==> src/verilog/cpsc_pkg.sv <==
// Constants, field layouts and helpers for the status and cause registers
package cpsc_pkg;
  localparam int ADDR_W = 8;
  localparam logic [7:0] OFF_STATUS = 8'h00;
  localparam logic [7:0] OFF_CAUSE = 8'h04;
  localparam logic [7:0] OFF_COMPARE = 8'h08;
  localparam logic [7:0] OFF_COUNT = 8'h0C;
  // Status field positions
  localparam int ST_COP0_EN = 28;
  localparam int ST_SWAP_USR = 25;
  localparam int ST_BOOT_VEC = 22;
  localparam int ST_TLB_SHUT = 21;
  localparam int ST_SOFT_RST = 20;
  localparam int ST_COND = 18;
  localparam int ST_MASK_LO = 8;
  localparam int ST_K_WIDE = 7;
  localparam int ST_S_WIDE = 6;
  localparam int ST_U_WIDE = 5;
  localparam int ST_PRIV_LO = 3;
  localparam int ST_ERR_LVL = 2;
  localparam int ST_EXC_LVL = 1;
  localparam int ST_GIE = 0;
  localparam logic [31:0] ST_WMASK = 32'h1257_FFFF;
  localparam logic [31:0] STATUS_RST = 32'h0040_0004;
  // Cause field positions
  localparam int CA_SLOT = 31;
  localparam int CA_CE_LO = 28;
  localparam int CA_PEND_LO = 8;
  localparam int CA_EXC_LO = 2;
  localparam logic [31:0] CA_WMASK = 32'h0000_0300;
  localparam int HW_INT_W = 5;
  localparam int HW_INT_DEAD = 4;
  localparam logic [1:0] PRIV_USER = 2'h2;
  localparam logic [1:0] PRIV_SUPER = 2'h1;
  localparam logic [1:0] PRIV_KERNEL = 2'h0;
  localparam logic [1:0] SPACE_USER = 2'h0;
  localparam logic [1:0] SPACE_SUPER = 2'h1;
  localparam logic [1:0] SPACE_KERNEL = 2'h3;
  localparam logic [1:0] RESP_OKAY = 2'h0;
  localparam logic [1:0] RESP_SLVERR = 2'h2;
  typedef enum logic [4:0] {
    EXC_INT = 5'h00, EXC_MOD = 5'h01, EXC_TLBL = 5'h02, EXC_TLBS = 5'h03,
    EXC_ADEL = 5'h04, EXC_ADES = 5'h05, EXC_IBE = 5'h06, EXC_DBE = 5'h07,
    EXC_SYS = 5'h08, EXC_BP = 5'h09, EXC_RI = 5'h0A, EXC_CPU = 5'h0B,
    EXC_OV = 5'h0C, EXC_TR = 5'h0D
  } cpsc_exc_t;
  // Byte strobes widened to a bit mask
  function automatic logic [31:0] strb_mask(input logic [3:0] s);
    strb_mask = {{8{s[3]}}, {8{s[2]}}, {8{s[1]}}, {8{s[0]}}};
  endfunction : strb_mask
  // Merge of a strobed write into the writable bits only
  function automatic logic [31:0] merge(input logic [31:0] old,
      input logic [31:0] wd, input logic [3:0] s, input logic [31:0] wm);
    logic [31:0] m;
    m = strb_mask(s) & wm;
    merge = (old & ~m) | (wd & m);
  endfunction : merge
endpackage : cpsc_pkg

==> src/verilog/cpsc_top.sv <==
// Status and cause registers of the system coprocessor, with AXI4-Lite access
`timescale 1ns/10ps
`default_nettype none
module cpsc_top #(
  parameter logic [31:0] NORMAL_BASE = 32'h0000_0000,
  parameter logic [31:0] BOOT_BASE = 32'h0000_1000
) (
  input wire logic ref_clk,
  input wire logic rst_b,
  input wire logic [7:0] awaddr,
  input wire logic awvalid,
  output logic awready,
  input wire logic [31:0] wdata,
  input wire logic [3:0] wstrb,
  input wire logic wvalid,
  output logic wready,
  output logic [1:0] bresp,
  output logic bvalid,
  input wire logic bready,
  input wire logic [7:0] araddr,
  input wire logic arvalid,
  output logic arready,
  output logic [31:0] rdata,
  output logic [1:0] rresp,
  output logic rvalid,
  input wire logic rready,
  input wire logic exc_valid,
  input wire logic [4:0] exc_code_in,
  input wire logic exc_in_delay_slot,
  input wire logic [1:0] exc_cop_num,
  input wire logic exc_return,
  input wire logic soft_reset_evt,
  input wire logic nmi_evt,
  input wire logic tlb_multi_match,
  input wire logic [1:0] miss_space,
  input wire logic [4:0] hw_int_pins,
  output logic mode_user,
  output logic mode_super,
  output logic mode_kernel,
  output logic cp0_usable,
  output logic kseg_ok,
  output logic sseg_ok,
  output logic useg_ok,
  output logic wide_addr_ok,
  output logic wide_ops_ok,
  output logic xtlb_refill,
  output logic irq_take,
  output logic [7:0] irq_pending,
  output logic tlb_disabled,
  output logic [31:0] vector_base
);
  typedef struct packed {
    logic [31:0] status;
    logic slot;
    logic [1:0] ce;
    logic pend_tmr;
    logic [1:0] pend_sw;
    logic [4:0] exc;
    logic [31:0] count;
    logic [31:0] compare;
    logic [4:0] hw_s1;
    logic [4:0] hw_s2;
  } cpsc_regs_t;

  localparam cpsc_regs_t REGS_RST = '{
    status: cpsc_pkg::STATUS_RST,
    default: '0
  };

  cpsc_regs_t q, d;
  logic wr_en;
  logic [7:0] wr_addr;
  logic [31:0] wr_data;
  logic [3:0] wr_strb;
  logic rd_en;
  logic [7:0] rd_addr;
  logic [31:0] rd_data;
  logic [31:0] cause_rd;
  logic [4:0] hw_live;
  logic [7:0] irq_mask;
  logic timer_match;
  logic cmp_wr;
  logic [31:0] cause_wr;

  // Known offsets; anything else is answered with an error
  function automatic logic mapped(input logic [7:0] a);
    mapped = (a == cpsc_pkg::OFF_STATUS) || (a == cpsc_pkg::OFF_CAUSE) ||
             (a == cpsc_pkg::OFF_COMPARE) || (a == cpsc_pkg::OFF_COUNT);
  endfunction : mapped

  cpsc_axil u_axil (
    .ref_clk(ref_clk),
    .rst_b(rst_b),
    .awaddr(awaddr),
    .awvalid(awvalid),
    .awready(awready),
    .wdata(wdata),
    .wstrb(wstrb),
    .wvalid(wvalid),
    .wready(wready),
    .bresp(bresp),
    .bvalid(bvalid),
    .bready(bready),
    .araddr(araddr),
    .arvalid(arvalid),
    .arready(arready),
    .rdata(rdata),
    .rresp(rresp),
    .rvalid(rvalid),
    .rready(rready),
    .wr_en(wr_en),
    .wr_addr(wr_addr),
    .wr_data(wr_data),
    .wr_strb(wr_strb),
    .wr_err(!mapped(wr_addr)),
    .rd_en(rd_en),
    .rd_addr(rd_addr),
    .rd_data(rd_data),
    .rd_err(!mapped(rd_addr))
  );

  cpsc_mode_dec u_mode (
    .priv_mode_field(q.status[cpsc_pkg::ST_PRIV_LO +: 2]),
    .exception_level(q.status[cpsc_pkg::ST_EXC_LVL]),
    .error_level(q.status[cpsc_pkg::ST_ERR_LVL]),
    .coproc0_user_enable(q.status[cpsc_pkg::ST_COP0_EN]),
    .kernel_wide_addr(q.status[cpsc_pkg::ST_K_WIDE]),
    .super_wide_addr(q.status[cpsc_pkg::ST_S_WIDE]),
    .user_wide_addr(q.status[cpsc_pkg::ST_U_WIDE]),
    .miss_space(miss_space),
    .mode_user(mode_user),
    .mode_super(mode_super),
    .mode_kernel(mode_kernel),
    .cp0_usable(cp0_usable),
    .kseg_ok(kseg_ok),
    .sseg_ok(sseg_ok),
    .useg_ok(useg_ok),
    .wide_addr_ok(wide_addr_ok),
    .wide_ops_ok(wide_ops_ok),
    .xtlb_refill(xtlb_refill)
  );

  // Synchronised inputs; the top input is tied off as it never fires
  always_comb begin
    hw_live = q.hw_s2;
    hw_live[cpsc_pkg::HW_INT_DEAD] = 1'b0;
  end

  // Pending vector: timer on top, inputs, then software bits
  assign irq_pending = {q.pend_tmr, hw_live, q.pend_sw};
  assign irq_mask = q.status[cpsc_pkg::ST_MASK_LO +: 8];

  // Taken only with enable set and both levels clear
  assign irq_take = q.status[cpsc_pkg::ST_GIE] &&
                    !q.status[cpsc_pkg::ST_EXC_LVL] &&
                    !q.status[cpsc_pkg::ST_ERR_LVL] &&
                    |(irq_pending & irq_mask);

  // Shutdown flag disables the TLB until the next cold reset
  assign tlb_disabled = q.status[cpsc_pkg::ST_TLB_SHUT];
  assign vector_base = q.status[cpsc_pkg::ST_BOOT_VEC] ? BOOT_BASE
    : NORMAL_BASE;

  // Cause image; unlisted bits stay zero
  always_comb begin
    cause_rd = '0;
    cause_rd[cpsc_pkg::CA_SLOT] = q.slot;
    cause_rd[cpsc_pkg::CA_CE_LO +: 2] = q.ce;
    cause_rd[cpsc_pkg::CA_PEND_LO +: 8] = irq_pending;
    cause_rd[cpsc_pkg::CA_EXC_LO +: 5] = q.exc;
  end

  // Read mux, captured by the bus front end on the address handshake
  always_comb begin
    case (rd_addr)
      cpsc_pkg::OFF_STATUS: rd_data = q.status;
      cpsc_pkg::OFF_CAUSE: rd_data = cause_rd;
      cpsc_pkg::OFF_COMPARE: rd_data = q.compare;
      cpsc_pkg::OFF_COUNT: rd_data = q.count;
      default: rd_data = '0;
    endcase
  end

  assign timer_match = (q.count == q.compare);
  assign cmp_wr = wr_en && (wr_addr == cpsc_pkg::OFF_COMPARE);
  // Software write merged into the pending image; a call result cannot
  // be sliced directly, so it lands in a net first
  assign cause_wr = cpsc_pkg::merge({22'h0, q.pend_sw, 8'h00}, wr_data,
                                    wr_strb, cpsc_pkg::CA_WMASK);

  // Next state: software writes first, hardware events override after
  always_comb begin
    d = q;
    d.hw_s1 = hw_int_pins;
    d.hw_s2 = q.hw_s1;
    d.count = q.count + 32'h0000_0001;
    if (wr_en && (wr_addr == cpsc_pkg::OFF_STATUS)) begin
      // Mask keeps shutdown and reserved bits out of reach
      d.status = cpsc_pkg::merge(q.status, wr_data, wr_strb,
                                 cpsc_pkg::ST_WMASK);
    end
    if (wr_en && (wr_addr == cpsc_pkg::OFF_CAUSE)) begin
      // Only the software pendings take a write
      d.pend_sw = cause_wr[cpsc_pkg::CA_PEND_LO +: 2];
    end
    if (cmp_wr) begin
      d.compare = cpsc_pkg::merge(q.compare, wr_data, wr_strb,
                                  32'hFFFF_FFFF);
      d.pend_tmr = 1'b0;
    end
    if (wr_en && (wr_addr == cpsc_pkg::OFF_COUNT)) begin
      d.count = cpsc_pkg::merge(q.count, wr_data, wr_strb, 32'hFFFF_FFFF);
    end
    // A match in the clearing cycle still sets the request
    if (timer_match) begin
      d.pend_tmr = 1'b1;
    end
    if (tlb_multi_match) begin
      d.status[cpsc_pkg::ST_TLB_SHUT] = 1'b1;
    end
    // Return drops the error level first, else the exception level
    if (exc_return) begin
      if (q.status[cpsc_pkg::ST_ERR_LVL]) begin
        d.status[cpsc_pkg::ST_ERR_LVL] = 1'b0;
      end else begin
        d.status[cpsc_pkg::ST_EXC_LVL] = 1'b0;
      end
    end
    // Cause fields recorded together with the entry
    if (exc_valid) begin
      d.status[cpsc_pkg::ST_EXC_LVL] = 1'b1;
      d.exc = exc_code_in;
      d.slot = exc_in_delay_slot;
      if (exc_code_in == cpsc_pkg::EXC_CPU) begin
        d.ce = exc_cop_num;
      end
    end
    // Soft reset and NMI mark the flag and enter error level
    if (soft_reset_evt || nmi_evt) begin
      d.status[cpsc_pkg::ST_SOFT_RST] = 1'b1;
      d.status[cpsc_pkg::ST_ERR_LVL] = 1'b1;
      d.status[cpsc_pkg::ST_BOOT_VEC] = 1'b1;
    end
  end

  // Cold reset clears both flags, sets error level and boot vectors
  always_ff @(posedge ref_clk or negedge rst_b) begin
    if (!rst_b) begin
      q <= REGS_RST;
    end else begin
      q <= d;
    end
  end
endmodule : cpsc_top
`default_nettype wire

==> src/verilog/cpsc_axil.sv <==
// AXI4-Lite slave front end, one write and one read at a time
`timescale 1ns/10ps
`default_nettype none
module cpsc_axil (
  input wire logic ref_clk,
  input wire logic rst_b,
  input wire logic [7:0] awaddr,
  input wire logic awvalid,
  output logic awready,
  input wire logic [31:0] wdata,
  input wire logic [3:0] wstrb,
  input wire logic wvalid,
  output logic wready,
  output logic [1:0] bresp,
  output logic bvalid,
  input wire logic bready,
  input wire logic [7:0] araddr,
  input wire logic arvalid,
  output logic arready,
  output logic [31:0] rdata,
  output logic [1:0] rresp,
  output logic rvalid,
  input wire logic rready,
  output logic wr_en,
  output logic [7:0] wr_addr,
  output logic [31:0] wr_data,
  output logic [3:0] wr_strb,
  input wire logic wr_err,
  output logic rd_en,
  output logic [7:0] rd_addr,
  input wire logic [31:0] rd_data,
  input wire logic rd_err
);
  typedef struct packed {
    logic aw_full;
    logic [7:0] aw_addr;
    logic w_full;
    logic [31:0] w_data;
    logic [3:0] w_strb;
    logic bvalid;
    logic [1:0] bresp;
    logic rvalid;
    logic [31:0] rdata;
    logic [1:0] rresp;
  } cpsc_axi_st_t;
  cpsc_axi_st_t q, d;

  // Channels refuse new items while a response is still owed
  assign awready = !q.aw_full && !q.bvalid;
  assign wready = !q.w_full && !q.bvalid;
  assign arready = !q.rvalid;
  assign wr_en = q.aw_full && q.w_full && !q.bvalid;
  assign wr_addr = q.aw_addr;
  assign wr_data = q.w_data;
  assign wr_strb = q.w_strb;
  assign rd_en = arvalid && arready;
  assign rd_addr = araddr;
  assign bvalid = q.bvalid;
  assign bresp = q.bresp;
  assign rvalid = q.rvalid;
  assign rdata = q.rdata;
  assign rresp = q.rresp;

  // Next state of the channel holders
  always_comb begin
    d = q;
    if (awvalid && awready) begin
      d.aw_full = 1'b1;
      d.aw_addr = awaddr;
    end
    if (wvalid && wready) begin
      d.w_full = 1'b1;
      d.w_data = wdata;
      d.w_strb = wstrb;
    end
    if (wr_en) begin
      d.aw_full = 1'b0;
      d.w_full = 1'b0;
      d.bvalid = 1'b1;
      d.bresp = wr_err ? cpsc_pkg::RESP_SLVERR : cpsc_pkg::RESP_OKAY;
    end
    if (q.bvalid && bready) begin
      d.bvalid = 1'b0;
    end
    if (rd_en) begin
      d.rvalid = 1'b1;
      d.rdata = rd_data;
      d.rresp = rd_err ? cpsc_pkg::RESP_SLVERR : cpsc_pkg::RESP_OKAY;
    end else if (q.rvalid && rready) begin
      d.rvalid = 1'b0;
    end
  end

  // State register
  always_ff @(posedge ref_clk or negedge rst_b) begin
    if (!rst_b) begin
      q <= '0;
    end else begin
      q <= d;
    end
  end
endmodule : cpsc_axil
`default_nettype wire

==> src/verilog/cpsc_mode_dec.sv <==
// Operating mode, privilege and address-width decode
`timescale 1ns/10ps
`default_nettype none
module cpsc_mode_dec (
  input wire logic [1:0] priv_mode_field,
  input wire logic exception_level,
  input wire logic error_level,
  input wire logic coproc0_user_enable,
  input wire logic kernel_wide_addr,
  input wire logic super_wide_addr,
  input wire logic user_wide_addr,
  input wire logic [1:0] miss_space,
  output logic mode_user,
  output logic mode_super,
  output logic mode_kernel,
  output logic cp0_usable,
  output logic kseg_ok,
  output logic sseg_ok,
  output logic useg_ok,
  output logic wide_addr_ok,
  output logic wide_ops_ok,
  output logic xtlb_refill
);
  logic lvl;
  assign lvl = exception_level || error_level;
  // Either level forces kernel; field 11 also falls to kernel
  assign mode_user = !lvl && (priv_mode_field == cpsc_pkg::PRIV_USER);
  assign mode_super = !lvl && (priv_mode_field == cpsc_pkg::PRIV_SUPER);
  assign mode_kernel = !mode_user && !mode_super;
  assign cp0_usable = mode_kernel || coproc0_user_enable;
  // Space permissions by mode
  assign kseg_ok = mode_kernel;
  assign sseg_ok = mode_kernel || mode_super;
  assign useg_ok = 1'b1;
  // Width per mode
  assign wide_addr_ok = (mode_kernel && kernel_wide_addr) ||
                        (mode_super && super_wide_addr) ||
                        (mode_user && user_wide_addr);
  assign wide_ops_ok = mode_kernel || (mode_super && super_wide_addr) ||
                       (mode_user && user_wide_addr);
  // Extended refill chosen by the missing space's wide bit
  always_comb begin
    case (miss_space)
      cpsc_pkg::SPACE_KERNEL: xtlb_refill = kernel_wide_addr;
      cpsc_pkg::SPACE_SUPER: xtlb_refill = super_wide_addr;
      cpsc_pkg::SPACE_USER: xtlb_refill = user_wide_addr;
      default: xtlb_refill = 1'b0;
    endcase
  end
endmodule : cpsc_mode_dec
`default_nettype wire

==> config.mk <==
export PLATFORM = sky130hd
export DESIGN_NAME = cpsc_top
export DESIGN_NICKNAME = d
export VERILOG_FILES = /design/src/verilog/cpsc_pkg.sv /design/src/verilog/cpsc_top.sv /design/src/verilog/cpsc_axil.sv /design/src/verilog/cpsc_mode_dec.sv
export SDC_FILE = /design/constraint.sdc
export NUM_CORES = 1
export LEC_CHECK = 0
export BUFFER_PORTS_ARGS = -buffer_cell sky130_fd_sc_hd__clkbuf_2
export CAP_MARGIN = 20
export CORE_UTILIZATION = 40
export DETAILED_ROUTE_END_ITERATION = 6
export SLEW_MARGIN = 20
export SYNTH_ARGS = -nofsm -noshare
export SYNTH_HDL_FRONTEND = slang
export SYNTH_HIERARCHICAL = 1
export SYNTH_SLANG_ARGS = --single-unit
==> constraint.sdc <==
create_clock -name ref_clk -period 2.93 [get_ports ref_clk]
set_clock_uncertainty 0.05 [all_clocks]
set_input_delay 0 -clock ref_clk [delete_from_list [all_inputs] [get_ports ref_clk]]
set_output_delay 0 -clock ref_clk [all_outputs]
set_load 0.005 [all_outputs]
==> results.py, run 1 <==
metrics = {
    "placement": {
        "hpwl_um": 17400,
        "dpl.cell_count": 1258,
        "io_buffer_count": 135,
        "place.gp.congestion": 0.848,
    },
    "finish": {
        "n_fill_cell": 2361,
        "syn2layout_area_growth_pct": 14.8,
        "final_nets": 1102,
        "n_antenna_cell": 0,
        "final_core_util_pct": 47.1,
        "stdcell_count": 1365,
        "drive_above_1_share_pct": 34.9,
    },
    "die": {
        "rows": 58,
        "initial_core_util_pct": 41.0,
        "die_h_um": 163,
        "pin_count": 172,
        "core_region_area_mm2": 0.0253,
        "dieArea_mm2": 0.0266,
        "die_w_um": 163,
    },
    "run_status": {
        "status": "completed",
    },
    "critical_path": {
        "cp-start-kind": "flip-flop",
        "crit_type": "flip-flop to flip-flop",
        "critPathCaptureType": "flip-flop",
        "rrSetupSlack_ps": 180,
        "r2r_start": "u_axil/q[74]$_DFFE_PN0P_",
        "worstPathRequired_ps": 3240,
        "crit_fanout": 8,
        "rr_endpoint": "q[87]$_DFF_PN1_",
        "rr_worst_depth": 9,
        "arrival_ps": 3060,
    },
    "synth": {
        "ys_ff_latch": 189,
        "synth_area_per_cell_um2": 11.4,
        "netlist_area_mm2": 0.0104,
        "synthArstFlopShare_pct": 100,
        "ys_seq_area_share_pct": 45.6,
        "syn_inst": 908,
        "synthDistinctLibCells": 68,
        "yosys_warnings": 6,
        "synth_top_flop_cell": "dfrtp_1",
        "synth_edf_count": 0,
    },
    "routing": {
        "first_pass_iters": 5,
        "drt_iter0_drc": 386,
        "vias": 7035,
        "wl_um": 25100,
        "ant_nets": 0,
        "wl_per_cell_um": 18.4,
        "drt-vias-per-instance": 5.15,
        "drc": 0,
    },
    "sta": {
        "finalMaxSlewViolations": 0,
        "period_minus_slack_ps": 2750,
        "rsz0062_at_grt": "no",
        "maxSlewHeadroom_pct": 40.6,
        "final.setup.tns_ps": 0,
        "timing.fmax_ghz": 0.364,
        "period_share_pct": 93.7,
        "setup_viol": 0,
        "worst_pin_slew_ps": 891,
        "hold_viol_final": 0,
        "timing.hold.ws_ps": 144,
    },
    "power": {
        "vdd_drop_max_v": 0.000362,
        "p_leak_nw": 5.73,
        "powerDensity_mw_per_mm2": 713,
    },
    "clock_network": {
        "cts.clk_slew.worst_paths_ps": 80,
        "root_buffer": "clkbuf_16",
        "cts_buffers": 17,
        "cts_setup_buffers": 0,
        "clock-sinks": 189,
        "cts_max_path_buffers": 2,
        "cts_tree": "built",
        "htreeDepth": 4,
        "clock_latency_ps": 440,
    },
    "worst_hold_path": {
        "hold_path_class": "input port to asynchronous set/reset pin",
    },
    "grt": {
        "track_usage_pct": 19.4,
        "grt_max_degree": 90,
        "overflow": 0,
        "grt_pass1_wl_um": 39300,
        "first_global_vias": 6885,
        "antenna_found_initial": 0,
    },
    "run": {
        "max_cap_viol_count": 0,
    },
}
## through the flow
step                setup slack, ps  area [um^2]  power (W)
detailed placement              351        10600    0.00614
global route                   7.67        11900    0.00895
CTS                             119        11900    0.00857
global placement                371        10600    0.00609
floorplan                       612        10500    0.00588
finish                          183        11900    0.00850
## how the worst max path moves through the flow
stage,from,endpoint,slack [ps],depth (start not counted)
2_1_floorplan,u_axil/bvalid$_DFFE_PN0P_,flip-flop,610,7
6_report,u_axil/q[74]$_DFFE_PN0P_,q[87]$_DFF_PN1_,180,9
5_1_grt,u_axil/q[74]$_DFFE_PN0P_,q[87]$_DFF_PN1_,8,9
3_3_place_gp,u_axil/q[83]$_DFFE_PN0P_,flip-flop,370,7
4_1_cts,u_axil/q[83]$_DFFE_PN0P_,q[87]$_DFF_PN1_,120,9
3_5_place_dp,u_axil/q[83]$_DFFE_PN0P_,flip-flop,350,7
## metal layers
metal  GRT usage, %  up-vias  part of all wire (%)
li1               -     3289                     -
met1           27.0     3505                    47
met2           30.9      219                    48
met3           3.25       22                   4.2
met4           6.29        0                   1.6
met5              0        -                     0
## where the power goes
group	leakage [nW]	total, W	switching (W)	internal (W)
clock	0.278	0.00232	0.00111	0.00121
sequential	2.44	0.00413	0.000899	0.00323
combinational	3.02	0.00206	0.000840	0.00122
## timing repair
action | in CTS | in global routing
hold buffers | 75 | 0
setup endpoints to repair | 0 | 1
gates resized for setup | 0 | 2
hold endpoints to repair | 150 | 0
## cell usage after synthesis, drive strengths merged (14+ instances only)
| cell | instances | area [um^2] |
|---|---|---|
| buf | 153 | 1150 |
| nand3 | 21 | 105 |
| xor2 | 32 | 280 |
| clkbuf | 15 | 56.3 |
| a21oi | 35 | 175 |
| nor3 | 14 | 80.1 |
| nor2b | 16 | 100 |
| mux2 | 142 | 1740 |
| mux2i | 19 | 190 |
| o21ai | 15 | 75.1 |
| nand2 | 39 | 149 |
| nor2 | 65 | 244 |
| dfrtp | 187 | 4680 |
## cell usage in the layout (no fill, tap or decap), types with 9 or more instances in the layout
master	count
nor2_1	65
clkbuf_2	134
o21ai_0	13
mux2_4	37
and3_1	13
dlygate4sd3_1	75
buf_4	19
o22ai_1	9
xor2_1	32
clkbuf_16	17
nand4_1	9
inv_1	12
a21oi_1	35
nand2_1	38
nand3_1	21
mux4_2	13
nor4_1	12
mux2_2	104
dfrtp_1	186
nor2b_1	15
mux2i_1	19
nor3_1	12
conb_1	35
## critical path, stage by stage, from the launching register on
cell           delay, ps
dfrtp_1              440
nand3b_1             200
inv_1                110
or4b_1               510
nor3_2               130
buf_4                210
nand2_2              200
o21ai_1              190
o21ai_1               60
dlygate4sd3_1        570
## layout make-up
type / instances / area, um^2 / share of cell area [%]
Inverter: 12 / 45.0 / 0.378
Clock buffer: 18 / 429 / 3.60
Tap cell: 330 / 413 / 3.46
Multi-Input combinational cell: 571 / 4530 / 38.0
Clock inverter: 14 / 149 / 1.25
Timing Repair Buffer: 231 / 1620 / 13.6
Sequential cell: 189 / 4730 / 39.7
## kinds of logic (layout without fill, tap and decap cells)
family          after synthesis  after routing  share of synthesized area (%)
mux                         174            174                           21.4
other cells                   3             35                          0.108
buf+inv                     180            275                           12.0
xor+xnor                     32             32                           2.70
compound gates              104            104                           6.56
flops                       189            189                           45.6
simple gates                225            225                           11.5
fa+ha+maj                     1              1                          0.121
(Power assumes the default switching activity.)
==> run 2: changes to the inputs <==
==> constraint.sdc (replaced) <==
create_clock -name ref_clk -period 3.2 [get_ports ref_clk]
set_clock_uncertainty 0.05 [all_clocks]
set_input_delay 0 -clock ref_clk [delete_from_list [all_inputs] [get_ports ref_clk]]
set_output_delay 0 -clock ref_clk [all_outputs]
set_load 0.005 [all_outputs]
==> run 2 against run 1 <==
Effect of this change:
- sequential share of layout area is 0.33 points higher
- first-iteration DRC count fell by 13%
- clock power fell by 12%
- critical path depth unchanged
- highest routed layer unchanged
==> results.py, run 2 (same netlist as run 1, synthesis figures left out) <==
metrics = {
    "sta": {
        "worst_pin_slew_ps": 890,
        "period_minus_slack_ps": 2920,
        "maxSlewHeadroom_pct": 40.7,
        "final.setup.tns_ps": 0,
        "hold_viol_final": 0,
        "setup_viol": 0,
        "rsz0062_at_grt": "no",
        "finalMaxSlewViolations": 0,
        "timing.fmax_ghz": 0.343,
        "period_share_pct": 91.2,
        "finalWorstSetupSlack_ps": 281,
        "timing.hold.ws_ps": 122,
    },
    "placement": {
        "place_ws_ps": 470,
        "dpl.cell_count": 1250,
        "hpwl_um": 17400,
        "place.gp.congestion": 0.842,
        "io_buffer_count": 135,
    },
    "routing": {
        "wl_per_cell_um": 18.4,
        "wl_um": 24900,
        "drt_iter0_drc": 337,
        "vias": 7017,
        "drc": 0,
        "drt-vias-per-instance": 5.17,
        "first_pass_iters": 5,
        "ant_nets": 0,
    },
    "finish": {
        "final_nets": 1093,
        "n_fill_cell": 2384,
        "final_common_cell": "dfrtp_1",
        "final_core_util_pct": 46.7,
        "final_cell_mix": "187 x dfrtp_1, 134 x clkbuf_2, 104 x mux2_2",
        "stdcell_count": 1356,
        "n_antenna_cell": 0,
        "syn2layout_area_growth_pct": 13.9,
        "drive_above_1_share_pct": 34.3,
    },
    "power": {
        "swShare_pct": 34.0,
        "vdd_drop_max_v": 0.000461,
        "powerDensity_mw_per_mm2": 650,
        "p_seq_share_pct": 49.4,
        "p_int_w": 0.00507,
        "pwr-share-clk_pct": 26.7,
        "power_frac_comb_pct": 23.9,
        "p_leak_nw": 5.67,
        "switching_power_w": 0.00261,
    },
    "clock_network": {
        "root_buffer": "clkbuf_16",
        "hold_buffers": 74,
        "cts_buffers": 17,
        "clock_latency_ps": 440,
        "htreeDepth": 4,
        "cts_tree": "built",
        "clock-sinks": 189,
        "cts_max_path_buffers": 2,
        "cts.clk_slew.worst_paths_ps": 70,
        "cts_setup_buffers": 0,
        "ctsResizeCount": 0,
    },
    "grt": {
        "grt_max_degree": 88,
        "track_usage_pct": 19.7,
        "overflow": 0,
        "first_global_vias": 6923,
        "antenna_found_initial": 0,
        "grt_pass1_wl_um": 39800,
    },
    "run": {
        "max_cap_viol_count": 0,
    },
    "worst_hold_path": {
        "hold_path_class": "input port to asynchronous set/reset pin",
    },
    "die": {
        "rows": 58,
        "initial_core_util_pct": 41.0,
        "core_region_area_mm2": 0.0253,
        "die_h_um": 163,
        "die_w_um": 163,
        "dieArea_mm2": 0.0266,
        "pin_count": 172,
    },
    "critical_path": {
        "worstPathRequired_ps": 3510,
        "crit_chain": "nand3b_1 -> inv_1 -> or4b_1 -> nor3_2 -> buf_4 -> nand2_2 -> o21ai_0 -> o21ai_1 -> dlygate4sd3_1",
        "critical-path-top-delay-family": "simple AND/OR/NAND/NOR gates",
        "crit_fanout": 9,
        "cp-start-kind": "flip-flop",
        "crit_type": "flip-flop to flip-flop",
        "critPathBufInv": 3,
        "max_stage_delay_ps": 570,
        "critPathCaptureType": "flip-flop",
        "arrival_ps": 3230,
        "cp_slowest_cell": "dlygate4sd3_1",
    },
    "run_status": {
        "status": "completed",
    },
}
run 2: metrics by stage:
| step | total power [W] | cell area [um^2] |
|---|---|---|
| 3_5_place_dp | 0.00561 | 10500 |
| 4_1_cts | 0.00776 | 11800 |
| 6_report | 0.00768 | 11800 |
| 3_3_place_gp | 0.00556 | 10500 |
| 5_1_grt | 0.00812 | 11800 |
| 2_1_floorplan | 0.00538 | 10500 |
run 2: layout make-up:
cell class | instances | area (um^2) | share of cell area (%)
Clock buffer | 18 | 429 | 3.63
Clock inverter | 14 | 131 | 1.11
Inverter | 12 | 45.0 | 0.381
Multi-Input combinational cell | 571 | 4530 | 38.3
Sequential cell | 189 | 4730 | 40.0
Tap cell | 330 | 413 | 3.49
Timing Repair Buffer | 222 | 1540 | 13.0
run 2: power groups by stage:
stage,Combinational [W],Sequential [W],Clock (W)
after global routing,0.00202,0.00391,0.00219
after CTS,0.00186,0.00379,0.00211
final,0.00184,0.00380,0.00205
after global placement,0.00174,0.00382,0
after detailed placement,0.00177,0.00384,0
after floorplan,0.00204,0.00334,0
run 2: path summary, 6_finish.rpt:
kind / start / endpoint / slack, ps / cells after the start
min in group ref_clk: hw_int_pins[2] / d[2]$_DFF_PN0_ / 150 / 2
worst min-delay path: rst_b / u_axil/rdata[13]$_DFFE_PN0P_ / 120 / 2
max in group asynchronous: rst_b / u_axil/wr_addr[4]$_DFFE_PN0P_ / 2030 / 3
worst max register to register: u_axil/bvalid$_DFFE_PN0P_ / q[87]$_DFF_PN1_ / 280 / 9
worst max-delay path: u_axil/bvalid$_DFFE_PN0P_ / q[87]$_DFF_PN1_ / 280 / 9
worst min register to register: d[1]$_DFF_PN0_ / irq_pending[3]$_DFF_PN0_ / 310 / 0
run 2: metal layers:
metal  GRT usage, %  up-vias  part of all wire, %
met5              0        -                    0
met4           6.03        0                  1.4
met3           2.87       20                  4.4
met2           31.5      216                   47
met1           27.5     3493                   47
li1               -     3288                    -
==> run 3: changes to the inputs <==
--- a/config.mk
+++ b/config.mk
@@ -5,6 +5,7 @@
 export SDC_FILE = /design/constraint.sdc
 export NUM_CORES = 1
 export LEC_CHECK = 0
+export ABC_AREA = 1
 export BUFFER_PORTS_ARGS = -buffer_cell sky130_fd_sc_hd__clkbuf_2
 export CAP_MARGIN = 20
 export CORE_UTILIZATION = 40
==> run 3 against run 2 <==
Effect of this change:
- the run now ends with DRC, hold timing left
- largest power group unchanged
- combinational power increased by 28%
- sequential share of layout area decreased by 2.5 points
- clock-buffer cell count unchanged
- sequential cell count unchanged
==> results.py, run 3 <==
metrics = {
    "run_status": {
        "status": "finished with violations",
        "violations": "DRC, hold timing",
    },
    "power": {
        "p_leak_nw": 6.28,
        "powerDensity_mw_per_mm2": 662,
        "power_frac_comb_pct": 28.3,
        "vdd_drop_max_v": 0.000395,
        "power_w": 0.00834,
        "swShare_pct": 38.3,
        "pwr-share-clk_pct": 26.9,
        "p_int_w": 0.00515,
        "p_seq_share_pct": 44.7,
        "switching_power_w": 0.00319,
    },
    "die": {
        "dieArea_mm2": 0.0284,
        "die_w_um": 169,
        "pin_count": 172,
        "die_h_um": 169,
        "core_region_area_mm2": 0.0271,
        "initial_core_util_pct": 41.0,
        "rows": 60,
    },
    "finish": {
        "final_cell_mix": "547 x nand2_1, 187 x dfrtp_1, 134 x clkbuf_2",
        "n_antenna_cell": 0,
        "final_common_cell": "nand2_1",
        "stdcell_count": 1926,
        "final_cell_area_mm2": 0.0126,
        "drive_above_1_share_pct": 17.1,
        "syn2layout_area_growth_pct": 13.4,
        "final_nets": 1621,
    },
    "critical_path": {
        "rr_worst_depth": 10,
        "cp-start-kind": "flip-flop",
        "arrival_ps": 2700,
        "critPathCaptureType": "flip-flop",
        "worstPathRequired_ps": 3520,
        "crit_type": "flip-flop to flip-flop",
        "crit_fanout": 12,
        "rrSetupSlack_ps": 820,
        "r2r_start": "u_axil/bvalid$_DFFE_PN0P_",
        "rr_endpoint": "q[87]$_DFF_PN1_",
    },
    "synth": {
        "synth_area_leaders": "dfrtp_1 42%, nand2_1 18%, buf_4 9.1%",
        "yosys_warnings": 6,
        "synth_top_flop_cell": "dfrtp_1",
        "yosys-top-cells-count": "547 x nand2_1, 187 x dfrtp_1, 134 x buf_4",
        "synth_edf_count": 0,
        "syn_inst": 1438,
        "synth-simple-area-share_pct": 31.4,
        "synth_fa_ha_area_share_pct": 0.113,
        "synth_top_cell_by_area": "dfrtp_1",
        "yosysMostFrequentCell": "nand2_1",
        "ys_seq_area_share_pct": 42.6,
        "synth_top_cell_area_share_pct": 42.1,
        "synthArstFlopShare_pct": 100,
        "synth_area_per_cell_um2": 7.72,
        "ys_ff_latch": 189,
        "synth_mux_area_share_pct": 0.101,
        "netlist_area_mm2": 0.0111,
        "synth_top_family_by_area": "simple AND/OR/NAND/NOR gates",
        "synthDistinctLibCells": 47,
        "synth-xor-area-share_pct": 2.52,
        "synth_compound_area_share_pct": 7.54,
    },
    "sta": {
        "rsz0062_at_grt": "no",
        "hold_viol_final": 1,
        "period_minus_slack_ps": 2380,
        "timing.hold.ws_ps": -8.97,
        "setup_viol": 0,
        "timing.fmax_ghz": 0.421,
        "finalMaxSlewViolations": 0,
        "final.setup.tns_ps": 0,
        "worst_pin_slew_ps": 686,
        "period_share_pct": 74.2,
        "maxSlewHeadroom_pct": 54.3,
    },
    "placement": {
        "place.gp.congestion": 0.919,
        "hpwl_um": 22100,
        "io_buffer_count": 135,
        "dpl.cell_count": 1813,
        "place_area_mm2": 0.0112,
    },
    "clock_network": {
        "htreeDepth": 4,
        "cts_tree": "built",
        "cts_buffers": 17,
        "clock_latency_ps": 430,
        "cts_setup_buffers": 0,
        "clock-sinks": 189,
        "ctsResizeCount": 0,
        "root_buffer": "clkbuf_16",
        "cts.clk_slew.worst_paths_ps": 80,
        "cts_max_path_buffers": 2,
    },
    "grt": {
        "antenna_found_initial": 0,
        "track_usage_pct": 21.8,
        "overflow": 0,
        "grt_max_degree": 82,
        "first_global_vias": 8913,
        "grt_pass1_wl_um": 48100,
    },
    "worst_hold_path": {
        "hold_path_startpoint": "exc_valid",
        "min_to": "cause_rd[29]$_DFFE_PN0P_",
        "hold_path_class": "input port to flip-flop",
        "hold_depth": 3,
    },
    "routing": {
        "first_pass_iters": 7,
        "drt_iter0_drc": 753,
        "wl_um": 30100,
        "drc": 8,
        "drt-vias-per-instance": 4.83,
        "vias": 9300,
        "ant_nets": 0,
        "wl_per_cell_um": 15.6,
    },
    "run": {
        "max_cap_viol_count": 0,
    },
}
-- run 3: area by class of cell --
type                       instances  area, um^2
tap                              372         465
sequential                       189        4730
timing repair buffer             227        1590
clock inverter                    14         179
clock buffer                      18         439
multi-input combinational        993        4760
inverter                         113         429
fill                            2712       14500
-- run 3: routing by layer --
metal / GRT usage (%) / routed length (um) / vias to the layer above
met3: 2.90 / 1400 / 32
met2: 33.7 / 13500 / 270
met5: 0 / 0 / -
li1: - / - / 4600
met1: 31.7 / 14600 / 4398
met4: 6.13 / 565 / 0
-- run 3: timing repair --
action | in CTS | in global routing
hold endpoints to repair | 141 | 0
hold buffers | 81 | 0
setup endpoints to repair | 0 | 0
-- run 3: through the flow --
stage                     utilization (%)  worst slack (ps)
after detailed placement             41.2               856
final                                46.5               824
after CTS                            46.5               819
after global routing                 46.5               627
after floorplan                         -              1460
after global placement               41.2               949
-- run 3: worst max-delay path by stage --
stage / from / to / slack, ps / cells past startpoint
CTS: u_axil/bvalid$_DFFE_PN0P_ / flip-flop / 820 / 9
global placement: u_axil/bvalid$_DFFE_PN0P_ / flip-flop / 950 / 9
finish: u_axil/bvalid$_DFFE_PN0P_ / q[87]$_DFF_PN1_ / 820 / 10
floorplan: u_axil/bvalid$_DFFE_PN0P_ / flip-flop / 1460 / 11
global route: u_axil/bvalid$_DFFE_PN0P_ / flip-flop / 630 / 9
detailed placement: u_axil/bvalid$_DFFE_PN0P_ / flip-flop / 860 / 9
-- run 3: power groups by stage --
stage	combinational, W	clock [W]	sequential, W
final	0.00236	0.00225	0.00373
after global routing	0.00271	0.00239	0.00383
after CTS	0.00238	0.00229	0.00372
after detailed placement	0.00227	0	0.00376
after global placement	0.00223	0	0.00375
after floorplan	0.00233	0	0.00341
-- run 3: logic make-up (layout without fill, tap and decap cells) --
group                    count (synthesis)  after routing
other                                    3             35
AO/OA/AOI/OAI                          122            122
flip-flops                             189            189
AND/OR/NAND/NOR                        802            802
buffers and inverters                  288            372
XOR/XNOR                                32             32
multiplexers                             1              1
adder cells (fa/ha/maj)                  1              1
-- run 3: worst max-delay path: stages, from the launching register on --
cell and delay, ps:
dfrtp_1 460, inv_1 130, nand3_1 170, inv_1 220, nand3_2 170, inv_1 130
nand2_4 150, o21ai_1 170, nand2_1 70, nand2_1 50, dlygate4sd3_1 540
